## src/core/arfts_pkg.sv

```systemverilog
// constants and types shared by the converter result and sensor sequencing logic
// How it works
// - a finished code becomes readable in the result bytes only once the done flag is high.
// - single-ended codes are unsigned ten-bit values from ground (0x000) to full reference (0x3ff).
// - differential codes are two's complement from 0x200 (most negative) to 0x1ff (most positive).
// - the top result bit sits in the high byte and marks a negative differential result.
// - each result is split over a high byte and a low byte register.
// - with left adjust cleared the result is right adjusted in the two bytes.
// - the sensor buffer driver is on only while the applied channel selection picks the sensor; it settles in about 2 us.
// - changing left adjust reorders the result bytes at once, even during a conversion.
// - channel or reference changes written during a conversion apply only after it completes.
// - the done flag is set as soon as a conversion finishes and the result is stored.
package arfts_pkg;
   // register byte addresses
   localparam logic [7:0] ADDR_INPUT_SELECT = 8'h00;
   localparam logic [7:0] ADDR_CONTROL_FIRST = 8'h04;
   localparam logic [7:0] ADDR_RESULT_LOW = 8'h08;
   localparam logic [7:0] ADDR_RESULT_HIGH = 8'h0c;
   localparam logic [7:0] ADDR_IRQ_STATUS = 8'h10;
   localparam logic [7:0] ADDR_IRQ_MASK = 8'h14;
   localparam logic [7:0] ADDR_SENSOR_STATUS = 8'h18;
   // input select register fields
   localparam int REF_MSB = 7;
   localparam int REF_LSB = 6;
   localparam int LEFT_ADJUST_BIT = 5;
   localparam int CHAN_MSB = 4;
   localparam int CHAN_LSB = 0;
   localparam logic [4:0] CHAN_TEMP_SENSOR = 5'h0b;
   localparam logic [7:0] INPUT_SELECT_RESET = 8'h00;
   // control register fields
   localparam int START_BIT = 6;
   localparam int DONE_BIT = 4;
   localparam int DIFF_BIT = 0;
   // interrupt status bits
   localparam int IRQ_DONE = 0;
   localparam int IRQ_SETTLED = 1;
   localparam int IRQ_WIDTH = 2;
   // sensor driver settling
   localparam int CLK_MHZ = 40;
   localparam int SETTLE_NS = 2000;
   localparam int SETTLE_CYCLES = (SETTLE_NS * CLK_MHZ + 999) / 1000;
   localparam int SETTLE_W = 7;
   typedef enum logic [1:0]
   {
      ARFTS_IDLE = 2'b00,
      ARFTS_BUSY = 2'b01
   } arfts_conv_e;
endpackage

```

## src/core/arfts_core.sv

```systemverilog
// result formatting, sensor driver sequencing and apb register file
//
// Decided for this implementation: the APB interface to the registers and the register addresses.
`timescale 1ns/1ps
module arfts_core
(
   input wire logic pclk,
   input wire logic presetn,
   input wire logic psel,
   input wire logic penable,
   input wire logic pwrite,
   input wire logic [7:0] paddr,
   input wire logic [31:0] pwdata,
   output logic [31:0] prdata,
   output logic pready,
   output logic pslverr,
   // converter core side
   output logic conv_start,
   output logic [4:0] conv_channel,
   output logic [1:0] conv_reference,
   output logic conv_differential,
   input wire logic conv_valid,
   input wire logic [9:0] conv_code,
   output logic sensor_driver_en,
   output logic irq
);
   logic [7:0] input_select;
   logic [4:0] act_channel;
   logic [1:0] act_reference;
   logic act_diff;
   logic diff_mode;
   logic [9:0] result_code;
   logic conversion_done_flag;
   logic [arfts_pkg::IRQ_WIDTH-1:0] irq_status;
   logic [arfts_pkg::IRQ_WIDTH-1:0] irq_mask;
   logic [arfts_pkg::SETTLE_W-1:0] settle_cnt;
   logic sensor_settled;
   logic start_pulse;
   arfts_pkg::arfts_conv_e state;
   arfts_pkg::arfts_conv_e next_state;

   wire wr_en = psel && penable && pwrite;
   wire rd_access = psel && penable && !pwrite;
   wire sel_in = paddr == arfts_pkg::ADDR_INPUT_SELECT;
   wire sel_ctl = paddr == arfts_pkg::ADDR_CONTROL_FIRST;
   wire sel_lo = paddr == arfts_pkg::ADDR_RESULT_LOW;
   wire sel_hi = paddr == arfts_pkg::ADDR_RESULT_HIGH;
   wire sel_st = paddr == arfts_pkg::ADDR_IRQ_STATUS;
   wire sel_mk = paddr == arfts_pkg::ADDR_IRQ_MASK;
   wire sel_ss = paddr == arfts_pkg::ADDR_SENSOR_STATUS;
   wire mapped = sel_in | sel_ctl | sel_lo | sel_hi | sel_st | sel_mk | sel_ss;
   wire busy = state == arfts_pkg::ARFTS_BUSY;
   wire left_adj = input_select[arfts_pkg::LEFT_ADJUST_BIT];
   wire sensor_picked = act_channel == arfts_pkg::CHAN_TEMP_SENSOR;
   wire finish = busy && conv_valid;
   wire settle_done =
      settle_cnt == arfts_pkg::SETTLE_W'(arfts_pkg::SETTLE_CYCLES);
   wire [arfts_pkg::IRQ_WIDTH-1:0] irq_events =
      {sensor_picked && !sensor_settled && settle_done, finish};

   // byte views follow left adjust combinationally, so a change applies at once
   wire [7:0] low_byte = left_adj ? {result_code[1:0], 6'h00}
                                  : result_code[7:0];
   wire [7:0] high_byte = left_adj ? result_code[9:2]
                                   : {6'h00, result_code[9:8]};

   wire [7:0] ctl_view = {1'b0, busy, 1'b0, conversion_done_flag,
                          3'h0, diff_mode};
   wire [31:0] rd_mux =
      sel_in ? {24'h0, input_select} :
      sel_ctl ? {24'h0, ctl_view} :
      sel_lo ? {24'h0, low_byte} :
      sel_hi ? {24'h0, high_byte} :
      sel_st ? {30'h0, irq_status} :
      sel_mk ? {30'h0, irq_mask} :
      sel_ss ? {30'h0, sensor_settled, sensor_driver_en} : 32'h0;

   assign pready = 1'b1;
   assign pslverr = psel && penable && !mapped;
   assign irq = |(irq_status & irq_mask);
   assign conv_channel = act_channel;
   assign conv_reference = act_reference;
   assign conv_differential = act_diff;
   assign conv_start = start_pulse;
   assign sensor_driver_en = sensor_picked;
   assign start_pulse = wr_en && sel_ctl && !busy
                        && pwdata[arfts_pkg::START_BIT];

   always_comb
   begin
      next_state = state;
      case (state)
         arfts_pkg::ARFTS_IDLE:
            if (start_pulse)
               next_state = arfts_pkg::ARFTS_BUSY;
         arfts_pkg::ARFTS_BUSY:
            if (conv_valid)
               next_state = arfts_pkg::ARFTS_IDLE;
         default:
            next_state = arfts_pkg::ARFTS_IDLE;
      endcase
   end

   always_ff @(posedge pclk or negedge presetn)
   begin
      if (!presetn)
         state <= arfts_pkg::ARFTS_IDLE;
      else
         state <= next_state;
   end

   always_ff @(posedge pclk or negedge presetn)
   begin
      if (!presetn)
      begin
         input_select <= arfts_pkg::INPUT_SELECT_RESET;
         diff_mode <= 1'b0;
         irq_mask <= '0;
      end
      else if (wr_en)
      begin
         if (sel_in)
            input_select <= pwdata[7:0];
         if (sel_ctl)
            diff_mode <= pwdata[arfts_pkg::DIFF_BIT];
         if (sel_mk)
            irq_mask <= pwdata[arfts_pkg::IRQ_WIDTH-1:0];
      end
   end

   // selections reach the core only while no conversion runs
   always_ff @(posedge pclk or negedge presetn)
   begin
      if (!presetn)
      begin
         act_channel <= '0;
         act_reference <= '0;
         act_diff <= 1'b0;
      end
      else if (!busy)
      begin
         act_channel <= input_select[arfts_pkg::CHAN_MSB:arfts_pkg::CHAN_LSB];
         act_reference <= input_select[arfts_pkg::REF_MSB:arfts_pkg::REF_LSB];
         // a start write carries its own diff bit, so take it at once
         act_diff <= (wr_en && sel_ctl) ? pwdata[arfts_pkg::DIFF_BIT]
                                        : diff_mode;
      end
   end

   // code stored raw: unsigned or two's complement alike, same bits
   always_ff @(posedge pclk or negedge presetn)
   begin
      if (!presetn)
         result_code <= '0;
      else if (finish)
         result_code <= conv_code;
   end

   // done flag set with the store; set wins over a write-one clear
   always_ff @(posedge pclk or negedge presetn)
   begin
      if (!presetn)
         conversion_done_flag <= 1'b0;
      else if (finish)
         conversion_done_flag <= 1'b1;
      else if (wr_en && sel_ctl && pwdata[arfts_pkg::DONE_BIT])
         conversion_done_flag <= 1'b0;
   end

   always_ff @(posedge pclk or negedge presetn)
   begin
      if (!presetn)
         irq_status <= '0;
      else if (wr_en && sel_st)
         irq_status <= (irq_status & ~pwdata[arfts_pkg::IRQ_WIDTH-1:0])
                       | irq_events;
      else
         irq_status <= irq_status | irq_events;
   end

   // driver settling timer restarts whenever the sensor is deselected
   always_ff @(posedge pclk or negedge presetn)
   begin
      if (!presetn)
      begin
         settle_cnt <= '0;
         sensor_settled <= 1'b0;
      end
      else if (!sensor_picked)
      begin
         settle_cnt <= '0;
         sensor_settled <= 1'b0;
      end
      else if (settle_done)
         sensor_settled <= 1'b1;
      else
         settle_cnt <= settle_cnt + 1'b1;
   end

   always_ff @(posedge pclk or negedge presetn)
   begin
      if (!presetn)
         prdata <= '0;
      else if (psel && !penable && !pwrite)
         prdata <= rd_mux;
   end

   wire unused_rd = rd_access;

   a_done_after_store: assert property (@(posedge pclk) disable iff (!presetn)
      finish |=> conversion_done_flag && result_code == $past(conv_code))
      else $error("done flag or result missing after conversion");
   a_result_stable: assert property (@(posedge pclk) disable iff (!presetn)
      busy && !conv_valid |=> $stable(result_code))
      else $error("result changed before conversion finished");
   a_left_layout: assert property (@(posedge pclk) disable iff (!presetn)
      left_adj |-> high_byte == result_code[9:2]
                   && low_byte[5:0] == 6'h00)
      else $error("left adjusted layout wrong");
   a_right_layout: assert property (@(posedge pclk) disable iff (!presetn)
      !left_adj |-> low_byte == result_code[7:0]
                    && high_byte == {6'h00, result_code[9:8]})
      else $error("right adjusted layout wrong");
   a_sign_in_high: assert property (@(posedge pclk) disable iff (!presetn)
      left_adj |-> high_byte[7] == result_code[9])
      else $error("sign bit not in high byte");
   a_sel_held_busy: assert property (@(posedge pclk) disable iff (!presetn)
      busy && $past(busy) |-> $stable(act_channel) && $stable(act_reference))
      else $error("selection changed during conversion");
   a_driver_follow: assert property (@(posedge pclk) disable iff (!presetn)
      sensor_driver_en == (act_channel == arfts_pkg::CHAN_TEMP_SENSOR))
      else $error("driver enable does not follow selection");
   a_settle_time: assert property (@(posedge pclk) disable iff (!presetn)
      $rose(sensor_driver_en) |-> !sensor_settled [*8])
      else $error("sensor settled too early");
   a_irq_level: assert property (@(posedge pclk) disable iff (!presetn)
      $rose(conversion_done_flag) && irq_mask[arfts_pkg::IRQ_DONE] |-> irq)
      else $error("interrupt missing on done");

   // result storage and byte views
   a_result_code_held: assert property (@(posedge pclk)
      disable iff (!presetn)
      !finish |=> $stable(result_code))
      else $error("result changed without a finished conversion");

   a_low_read_view: assert property (@(posedge pclk)
      disable iff (!presetn)
      psel && !penable && !pwrite && sel_lo |=> prdata == {24'h0, $past(low_byte)})
      else $error("low byte read wrong");

   a_high_read_view: assert property (@(posedge pclk)
      disable iff (!presetn)
      psel && !penable && !pwrite && sel_hi |=> prdata == {24'h0, $past(high_byte)})
      else $error("high byte read wrong");

   a_unmapped_zero: assert property (@(posedge pclk)
      disable iff (!presetn)
      psel && !penable && !pwrite && !mapped |=> prdata == 32'h0)
      else $error("unmapped read not zero");

   a_prdata_hold: assert property (@(posedge pclk)
      disable iff (!presetn)
      !(psel && !penable && !pwrite) |=> $stable(prdata))
      else $error("read data changed outside a read setup");

   a_sign_right: assert property (@(posedge pclk)
      disable iff (!presetn)
      !left_adj |-> high_byte[1] == result_code[9])
      else $error("sign bit misplaced when right adjusted");

   a_left_low_bits: assert property (@(posedge pclk)
      disable iff (!presetn)
      left_adj |-> low_byte[7:6] == result_code[1:0])
      else $error("left adjusted low bits wrong");

   // selection handling around a conversion
   a_diff_frozen: assert property (@(posedge pclk)
      disable iff (!presetn)
      busy && $past(busy) |-> $stable(act_diff))
      else $error("differential select changed during conversion");

   a_sel_applied_idle: assert property (@(posedge pclk)
      disable iff (!presetn)
      !$past(busy) |-> act_channel == $past(input_select[4:0]))
      else $error("channel not applied while idle");

   a_start_idle_only: assert property (@(posedge pclk)
      disable iff (!presetn)
      conv_start |-> !busy)
      else $error("start issued while busy");

   a_busy_after_start: assert property (@(posedge pclk)
      disable iff (!presetn)
      conv_start |=> busy)
      else $error("not busy after start");

   // done flag and interrupt status
   a_done_clear: assert property (@(posedge pclk)
      disable iff (!presetn)
      !finish && wr_en && sel_ctl && pwdata[arfts_pkg::DONE_BIT]
      |=> !conversion_done_flag)
      else $error("done flag not cleared by write one");

   a_done_set_wins: assert property (@(posedge pclk)
      disable iff (!presetn)
      finish && wr_en && sel_ctl |=> conversion_done_flag)
      else $error("clear won over a finishing conversion");

   a_irq_done_event: assert property (@(posedge pclk)
      disable iff (!presetn)
      finish |=> irq_status[arfts_pkg::IRQ_DONE])
      else $error("done event not recorded");

   a_irq_masked_off: assert property (@(posedge pclk)
      disable iff (!presetn)
      irq_mask == '0 |-> !irq)
      else $error("interrupt high with all sources masked");

   // sensor driver settling
   a_driver_off: assert property (@(posedge pclk)
      disable iff (!presetn)
      !sensor_driver_en |=> !sensor_settled)
      else $error("settled kept with driver off");

   a_settle_count: assert property (@(posedge pclk)
      disable iff (!presetn)
      sensor_settled |-> settle_done)
      else $error("settled before the full count");

   a_settled_event: assert property (@(posedge pclk)
      disable iff (!presetn)
      $rose(sensor_settled) |-> irq_status[arfts_pkg::IRQ_SETTLED])
      else $error("settle event not recorded");

   c_diff_result: cover property (@(posedge pclk) disable iff (!presetn)
      finish && act_diff);
   c_late_select: cover property (@(posedge pclk) disable iff (!presetn)
      busy && wr_en && sel_in);

   c_conversion: cover property (@(posedge pclk) disable iff (!presetn)
      start_pulse ##[1:50] finish);
   c_adjust_flip: cover property (@(posedge pclk) disable iff (!presetn)
      conversion_done_flag && $changed(left_adj));
   c_sensor_ready: cover property (@(posedge pclk) disable iff (!presetn)
      $rose(sensor_settled));
endmodule

```

## config.mk

```make
export PLATFORM = sky130hd
export DESIGN_NAME = arfts_core
export DESIGN_NICKNAME = d
export VERILOG_FILES = /design/src/core/arfts_pkg.sv /design/src/core/arfts_core.sv
export SDC_FILE = /design/constraint.sdc
export NUM_CORES = 1
export LEC_CHECK = 0
export CAP_MARGIN = 10
export CORE_MARGIN = 2
export CORE_UTILIZATION = 38
export DETAILED_ROUTE_END_ITERATION = 10
export DONT_BUFFER_PORTS = 1
export SLEW_MARGIN = 10
export SYNTH_ARGS = -nofsm -noshare
export SYNTH_HDL_FRONTEND = slang
export SYNTH_SLANG_ARGS = --single-unit
```

## constraint.sdc

```tcl
create_clock -name pclk -period 1.5 [get_ports pclk]
set_input_delay 0.15 -clock pclk [delete_from_list [all_inputs] [get_ports pclk]]
set_output_delay 0.15 -clock pclk [all_outputs]
set_load 0.05 [all_outputs]
```

## Yosys cells after proc, flatten, opt, wreduce, memory -nomap -nowiden

Index checks and enable logic that the tools add are counted.

| storage, ports and cells | value |
|---|---|
| output and inout port bits | 45 |
| logic and storage cells | 84 |
| flip-flop bits (word level) | 74 |
| bits of input ports | 56 |

| operators by class | value |
|---|---|
| add/subtract/negate cells | 1 |
| equal/unequal tests | 13 |
| bitwise logic cells | 11 |
| muxes and demuxes | 20 |
| reduce and logical (&&, ||, !) cells | 26 |

Operators by type and width:

| kind | count |
|---|---|
| $mux 8 | 6 |
| $eq 8x5->1 const B | 3 |
| $eq 8x4->1 const B | 2 |
| $mux 7 | 2 |
| $logic_and 1x1->1 | 13 |
| $mux 2 | 6 |
| $eq 8x3->1 const B | 1 |
| $logic_not 8->1 | 1 |
| $reduce_and 2->1 | 4 |
| $add 7x1->7 const B | 1 |
| $eq 7x7->1 const B | 1 |
| $ne 2x2->1 const B | 3 |
| $or 1x1->1 | 6 |
| $eq 5x4->1 const B | 1 |
| $logic_not 1->1 | 5 |
| $mux 1 | 5 |
| $and 2x2->2 | 2 |
| $or 2x2->2 | 2 |
| $pmux 2 s2 | 1 |
| $eq 2x1->1 const B | 1 |
| $logic_not 2->1 | 1 |
| $ne 2x1->1 const B | 1 |
| $not 2->2 | 1 |
| $reduce_bool 2->1 | 1 |
| $reduce_or 2->1 | 1 |

## Longest topological paths before layout

| logic depth | value |
|---|---|
| depth in word-level cells | 9 |
| mapped depth | 6 |
| depth with buffers taken out | 6 |

## Worst setup path after synthesis

No wires, ideal clock.

| path | value |
|---|---|
| kind | register to register |
| from | register act_channel[3] (netlist: conv_channel[3]) |
| to | register irq_status[1] (netlist bit) |
| data arrival time | 1.837 ns |
| setup time | 0.068 ns |
| cell stages (with the launch flop) | 5 |
| setup slack | -0.406 ns |
| period minus slack after synthesis | 1.906 ns |
| required time | 1.432 ns |
| path buffers | 0 |
| path through | dfrtp_1 -> nor4bb_1 -> nand2_1 -> inv_1 -> a32o_1 |

| between the ends | value |
|---|---|
| cells in the longest elaborated chain, start to end | 5 |

RTL lines:

| item | line | text |
|---|---|---|
| start: declaration | arfts_core.sv:28 | `logic [4:0] act_channel;` |
| start signal: assignment | arfts_core.sv:142 | `act_channel <= input_select[arfts_pkg::CHAN_MSB:arfts_pkg::CHAN_LSB];` |
| $eq 5x4->1 * | arfts_core.sv:54 | `wire sensor_picked = act_channel == arfts_pkg::CHAN_TEMP_SENSOR;` |
| net sensor_driver_en | arfts_core.sv:24 | `output logic sensor_driver_en,` |
| $logic_and 1x1->1 * (2 in a row) | arfts_core.sv:59 | `{sensor_picked && !sensor_settled && settle_done, finish};` |
| $or 2x2->2, on equally long branches | arfts_core.sv:178, arfts_core.sv:176 |  |
| $mux 2 * | arfts_core.sv:174 | `else if (wr_en && sel_st)` |
| end signal: assignment | arfts_core.sv:175 | `irq_status <= (irq_status & ~pwdata[arfts_pkg::IRQ_WIDTH-1:0])` |
| end signal: assignment | arfts_core.sv:178 | `irq_status <= irq_status \| irq_events;` |
| end: declaration | arfts_core.sv:34 | `logic [arfts_pkg::IRQ_WIDTH-1:0] irq_status;` |

Mark *: on every way through the listed nets, which the timed path passes. The rest lies on a longest branch.
A chain may end at the register's enable or synchronous reset.

## Worst setup path after layout

| path | value |
|---|---|
| from | register act_channel[4] (netlist: conv_channel[4]) |
| to | output sensor_driver_en |

| between the ends | value |
|---|---|
| cells in the longest elaborated chain, start to end | 1 |

RTL lines:

| item | line |
|---|---|
| $eq 5x4->1 | arfts_core.sv:54 |
| end: declaration | arfts_core.sv:24 |

Every way passes these cells.

==> flow_summary.toml <==
[sta]
drv_slew = 0
f_max_mhz = 612
finalHoldViolations = 0
timing.slew.headroom_pct = 65.2
final_min_period_over_clock_period_pct = 109
fin_skew_ps = 6.22
postLayoutSetupSlackWorst_ps = -133
hold-worst-slack_ps = 45.4
unrepaired_setup_endpoints_after_global_routing = "yes"
timing.final.setup_violations = 4
timing.final.crit_period_ps = 1630
tightestPinTransition_ps = 524

[worst_setup_path]
slowest_delay_ps = 430
critical_path.slowest_cell = "sky130_fd_sc_hd__dfrtp_2"
worstPathArrival_ps = 1480
startpoint_type = "flip-flop"
crit_path_end = "sensor_driver_en"
crit_path_end_kind = "output port"
path_buf_inv = 2
reg2regPathDepth = 6
reg2reg_slack_ps = -100
worst_setup_path_startpoint = "conv_channel[4]"
cp.depth = 4
r2r-end = "settle_cnt[3]"
critPathMaxFanout = 2
timing.critical_path.required_ps = 1350
reg_to_reg_startpoint = "conv_channel[4]"
cell_type_group_with_the_largest_total_delay_on_the_critical_path = "simple AND/OR/NAND/NOR gates"
critical_path_class = "reg -> out"
cp_cell_sequence = "nor4bb_4 -> nand2_2 -> clkinvlp_4 -> buf_12"

[run_status]
status = "finished, violations left"
failed_checks = "setup timing"

[final_layout]
area_growth_pct = 25.0
most_common_cell_after_layout_fill_and_taps_aside = "sky130_fd_sc_hd__dfrtp_1"
antenna-diode-count = 0
post-route-util_pct = 49.3
drive_gt1_share_pct = 32.0
layout.cells.most_common_list = "sky130_fd_sc_hd__dfrtp_1 (44), sky130_fd_sc_hd__buf_4 (29), sky130_fd_sc_hd__conb_1 (25)"
nNetsFinal = 354
filler_cell_count = 646

[cts]
cts_made_buffers = 5
cts_htree_levels = 2
clkSlewWorstSetupHoldPaths_ps = 80
cts_sinks = 49
tritoncts = "built"
clockBufferDepth = 2
cts.root.buffer_cell = "sky130_fd_sc_hd__clkbuf_8"
worstSkewPairLatency_ps = 300

[min_path]
worst_hold_path_type = "in -> reg"

[placement]
finalWeightedCongestion = 0.868
place.detailed.hpwl_mm = 4.56
port_buffers = 0

[power]
power_w = 0.00281
irDropWorstVdd_uv = 416
cellLeakagePower_nw = 1.57
power.density_cell_area_mw_per_mm2 = 836

[grt]
pin_count_of_the_biggest_net_entering_global_routing = 50
grt_pass1_vias = 1786
initial_antenna_violation_count = 0
leftover_overflow_at_the_end_of_global_routing = 0
grt_pass1_wl_mm = 9.36
gr-usage-all-layers_pct = 16.0

[routing]
drtIter0Drc = 107
route.antenna.remaining_nets = 0
drcViolationCount = 0
vias_per_cell = 4.96
wl_per_cell_um = 15.4
routed_wl_mm = 6.04
dr_total_vias = 1949
dr.pass1.iters = 4

[synth]
synthesis.area_per_instance_um2 = 10.9
number_of_synthesized_flops_with_an_enable_pin = 0
mappedNetlistArea_mm2 = 0.00269
ys_ff_latch = 49
netlist_top_cells_area = "sky130_fd_sc_hd__dfrtp_1 (46%), sky130_fd_sc_hd__mux2_2 (7.9%), sky130_fd_sc_hd__buf_4 (7.0%)"
primary_flip_flop_cell_chosen_by_synthesis_mapping = "sky130_fd_sc_hd__dfrtp_1"
synth_top_cell_by_area = "sky130_fd_sc_hd__dfrtp_1"
synth_seq_area_share_pct = 45.5
post_synth_num_cell_types = 55
synthesis.yosys.warnings = 0
syn_inst = 246
ys_async_sr_fraction_pct = 100
fraction_of_post_synthesis_cell_area_in_the_top_cell_type_by_area_pct = 45.5

[die]
ios = 101
floorplan.die.height_um = 88.2
core_area_mm2 = 0.00683
die_footprint_mm2 = 0.00777
initial_cell_density_of_the_core_pct = 39.4
rows = 30
dieWidth_um = 88.2

[run]
cap_viol_max_count = 0
-- routing by layer --
layer	wire length (um)	vias up	track usage [%]
met4	51	0	3.72
met2	2870	77	25.9
met5	0	-	0
li1	-	928	-
met1	2640	937	20.8
met3	480	7	5.37
-- worst min-delay path by stage --
stage               startpoint               to  cells after the start
floorplan              presetn  conv_channel[0]                      0
global placement       presetn        prdata[7]                      0
detailed placement     presetn  input_select[2]                      0
CTS                  pwdata[0]        diff_mode                      1
global route         pwdata[6]         state[0]                      2
finish               pwdata[6]         state[0]                      2
-- state kept, by name, indices dropped and copies added, names as in the netlist --
register / count
conv_channel: 5
conv_differential: 1
conv_reference: 2
conversion_done_flag: 1
diff_mode: 1
input_select: 8
irq_mask: 2
irq_status: 2
prdata: 8
result_code: 10
sensor_settled: 1
settle_cnt: 7
state: 1
-- through the flow --
step	cells	area [um^2]	setup WS, ps	TNS, ps
2_1_floorplan	269	2810	-66.3	-66.3
3_3_place_gp	357	2910	57.1	0
3_5_place_dp	357	2910	34.7	0
4_1_cts	388	3280	-145	-146
5_1_grt	393	3370	-194	-659
6_report	393	3370	-133	-316
-- worst register-to-register path, delay by kind of cell, from the launching register on --
family | cells | cell delay (ps)
and+or+nand+nor | 3 | 690
DFF | 1 | 430
buffers and inverters | 3 | 420
-- final cells by class --
class	instances	area, um^2	share of cell area, %
clock buffers	7	86.3	2.56
repair buffers	54	498	14.8
well taps	96	120	3.57
flip-flops and latches	49	1230	36.6
clock inverters	1	30.0	0.892
multi-input cells	178	1370	40.6
inverters	8	33.8	1.00
-- timing repair --
| item | 4_1_cts | 5_1_grt |
|---|---|---|
| hold buffers | 21 | 1 |
| endpoints found under the setup margin | 1 | 9 |
| resized for setup | 2 | 12 |
| pin swaps | 2 | 5 |
| setup buffers | 2 | 4 |
| hold endpoints to repair | 70 | 1 |
-- Yosys cell counts (all sizes together), types with 6 or more instances --
| cell type | n |
|---|---|
| nand3 | 7 |
| nand2 | 17 |
| nor2b | 6 |
| buf | 28 |
| clkbuf | 6 |
| nor2 | 19 |
| nor3 | 6 |
| dfrtp | 49 |
| mux2 | 29 |
| inv | 8 |
-- cell families (layout without fill, tap and decap cells) --
family | count (synthesis) | count (layout) | share of synthesized area [%]
simple gates | 74 | 74 | 16.0
other cells | 2 | 25 | 0.279
fa+ha+maj | 2 | 2 | 0.929
xor+xnor | 6 | 6 | 1.95
mux | 34 | 34 | 15.4
compound gates | 37 | 37 | 10.4
buf+inv | 42 | 70 | 9.53
flops | 49 | 49 | 45.5
-- report_power, final --
part	leakage [nW]	internal, W	switching [W]	total (W)
Sequential	0.656	0.00137	0.0000577	0.00143
Clock	0.0585	0.000544	0.000416	0.000959
Combinational	0.853	0.000138	0.000288	0.000426
Note: power is estimated with default switching activity, not from simulation.
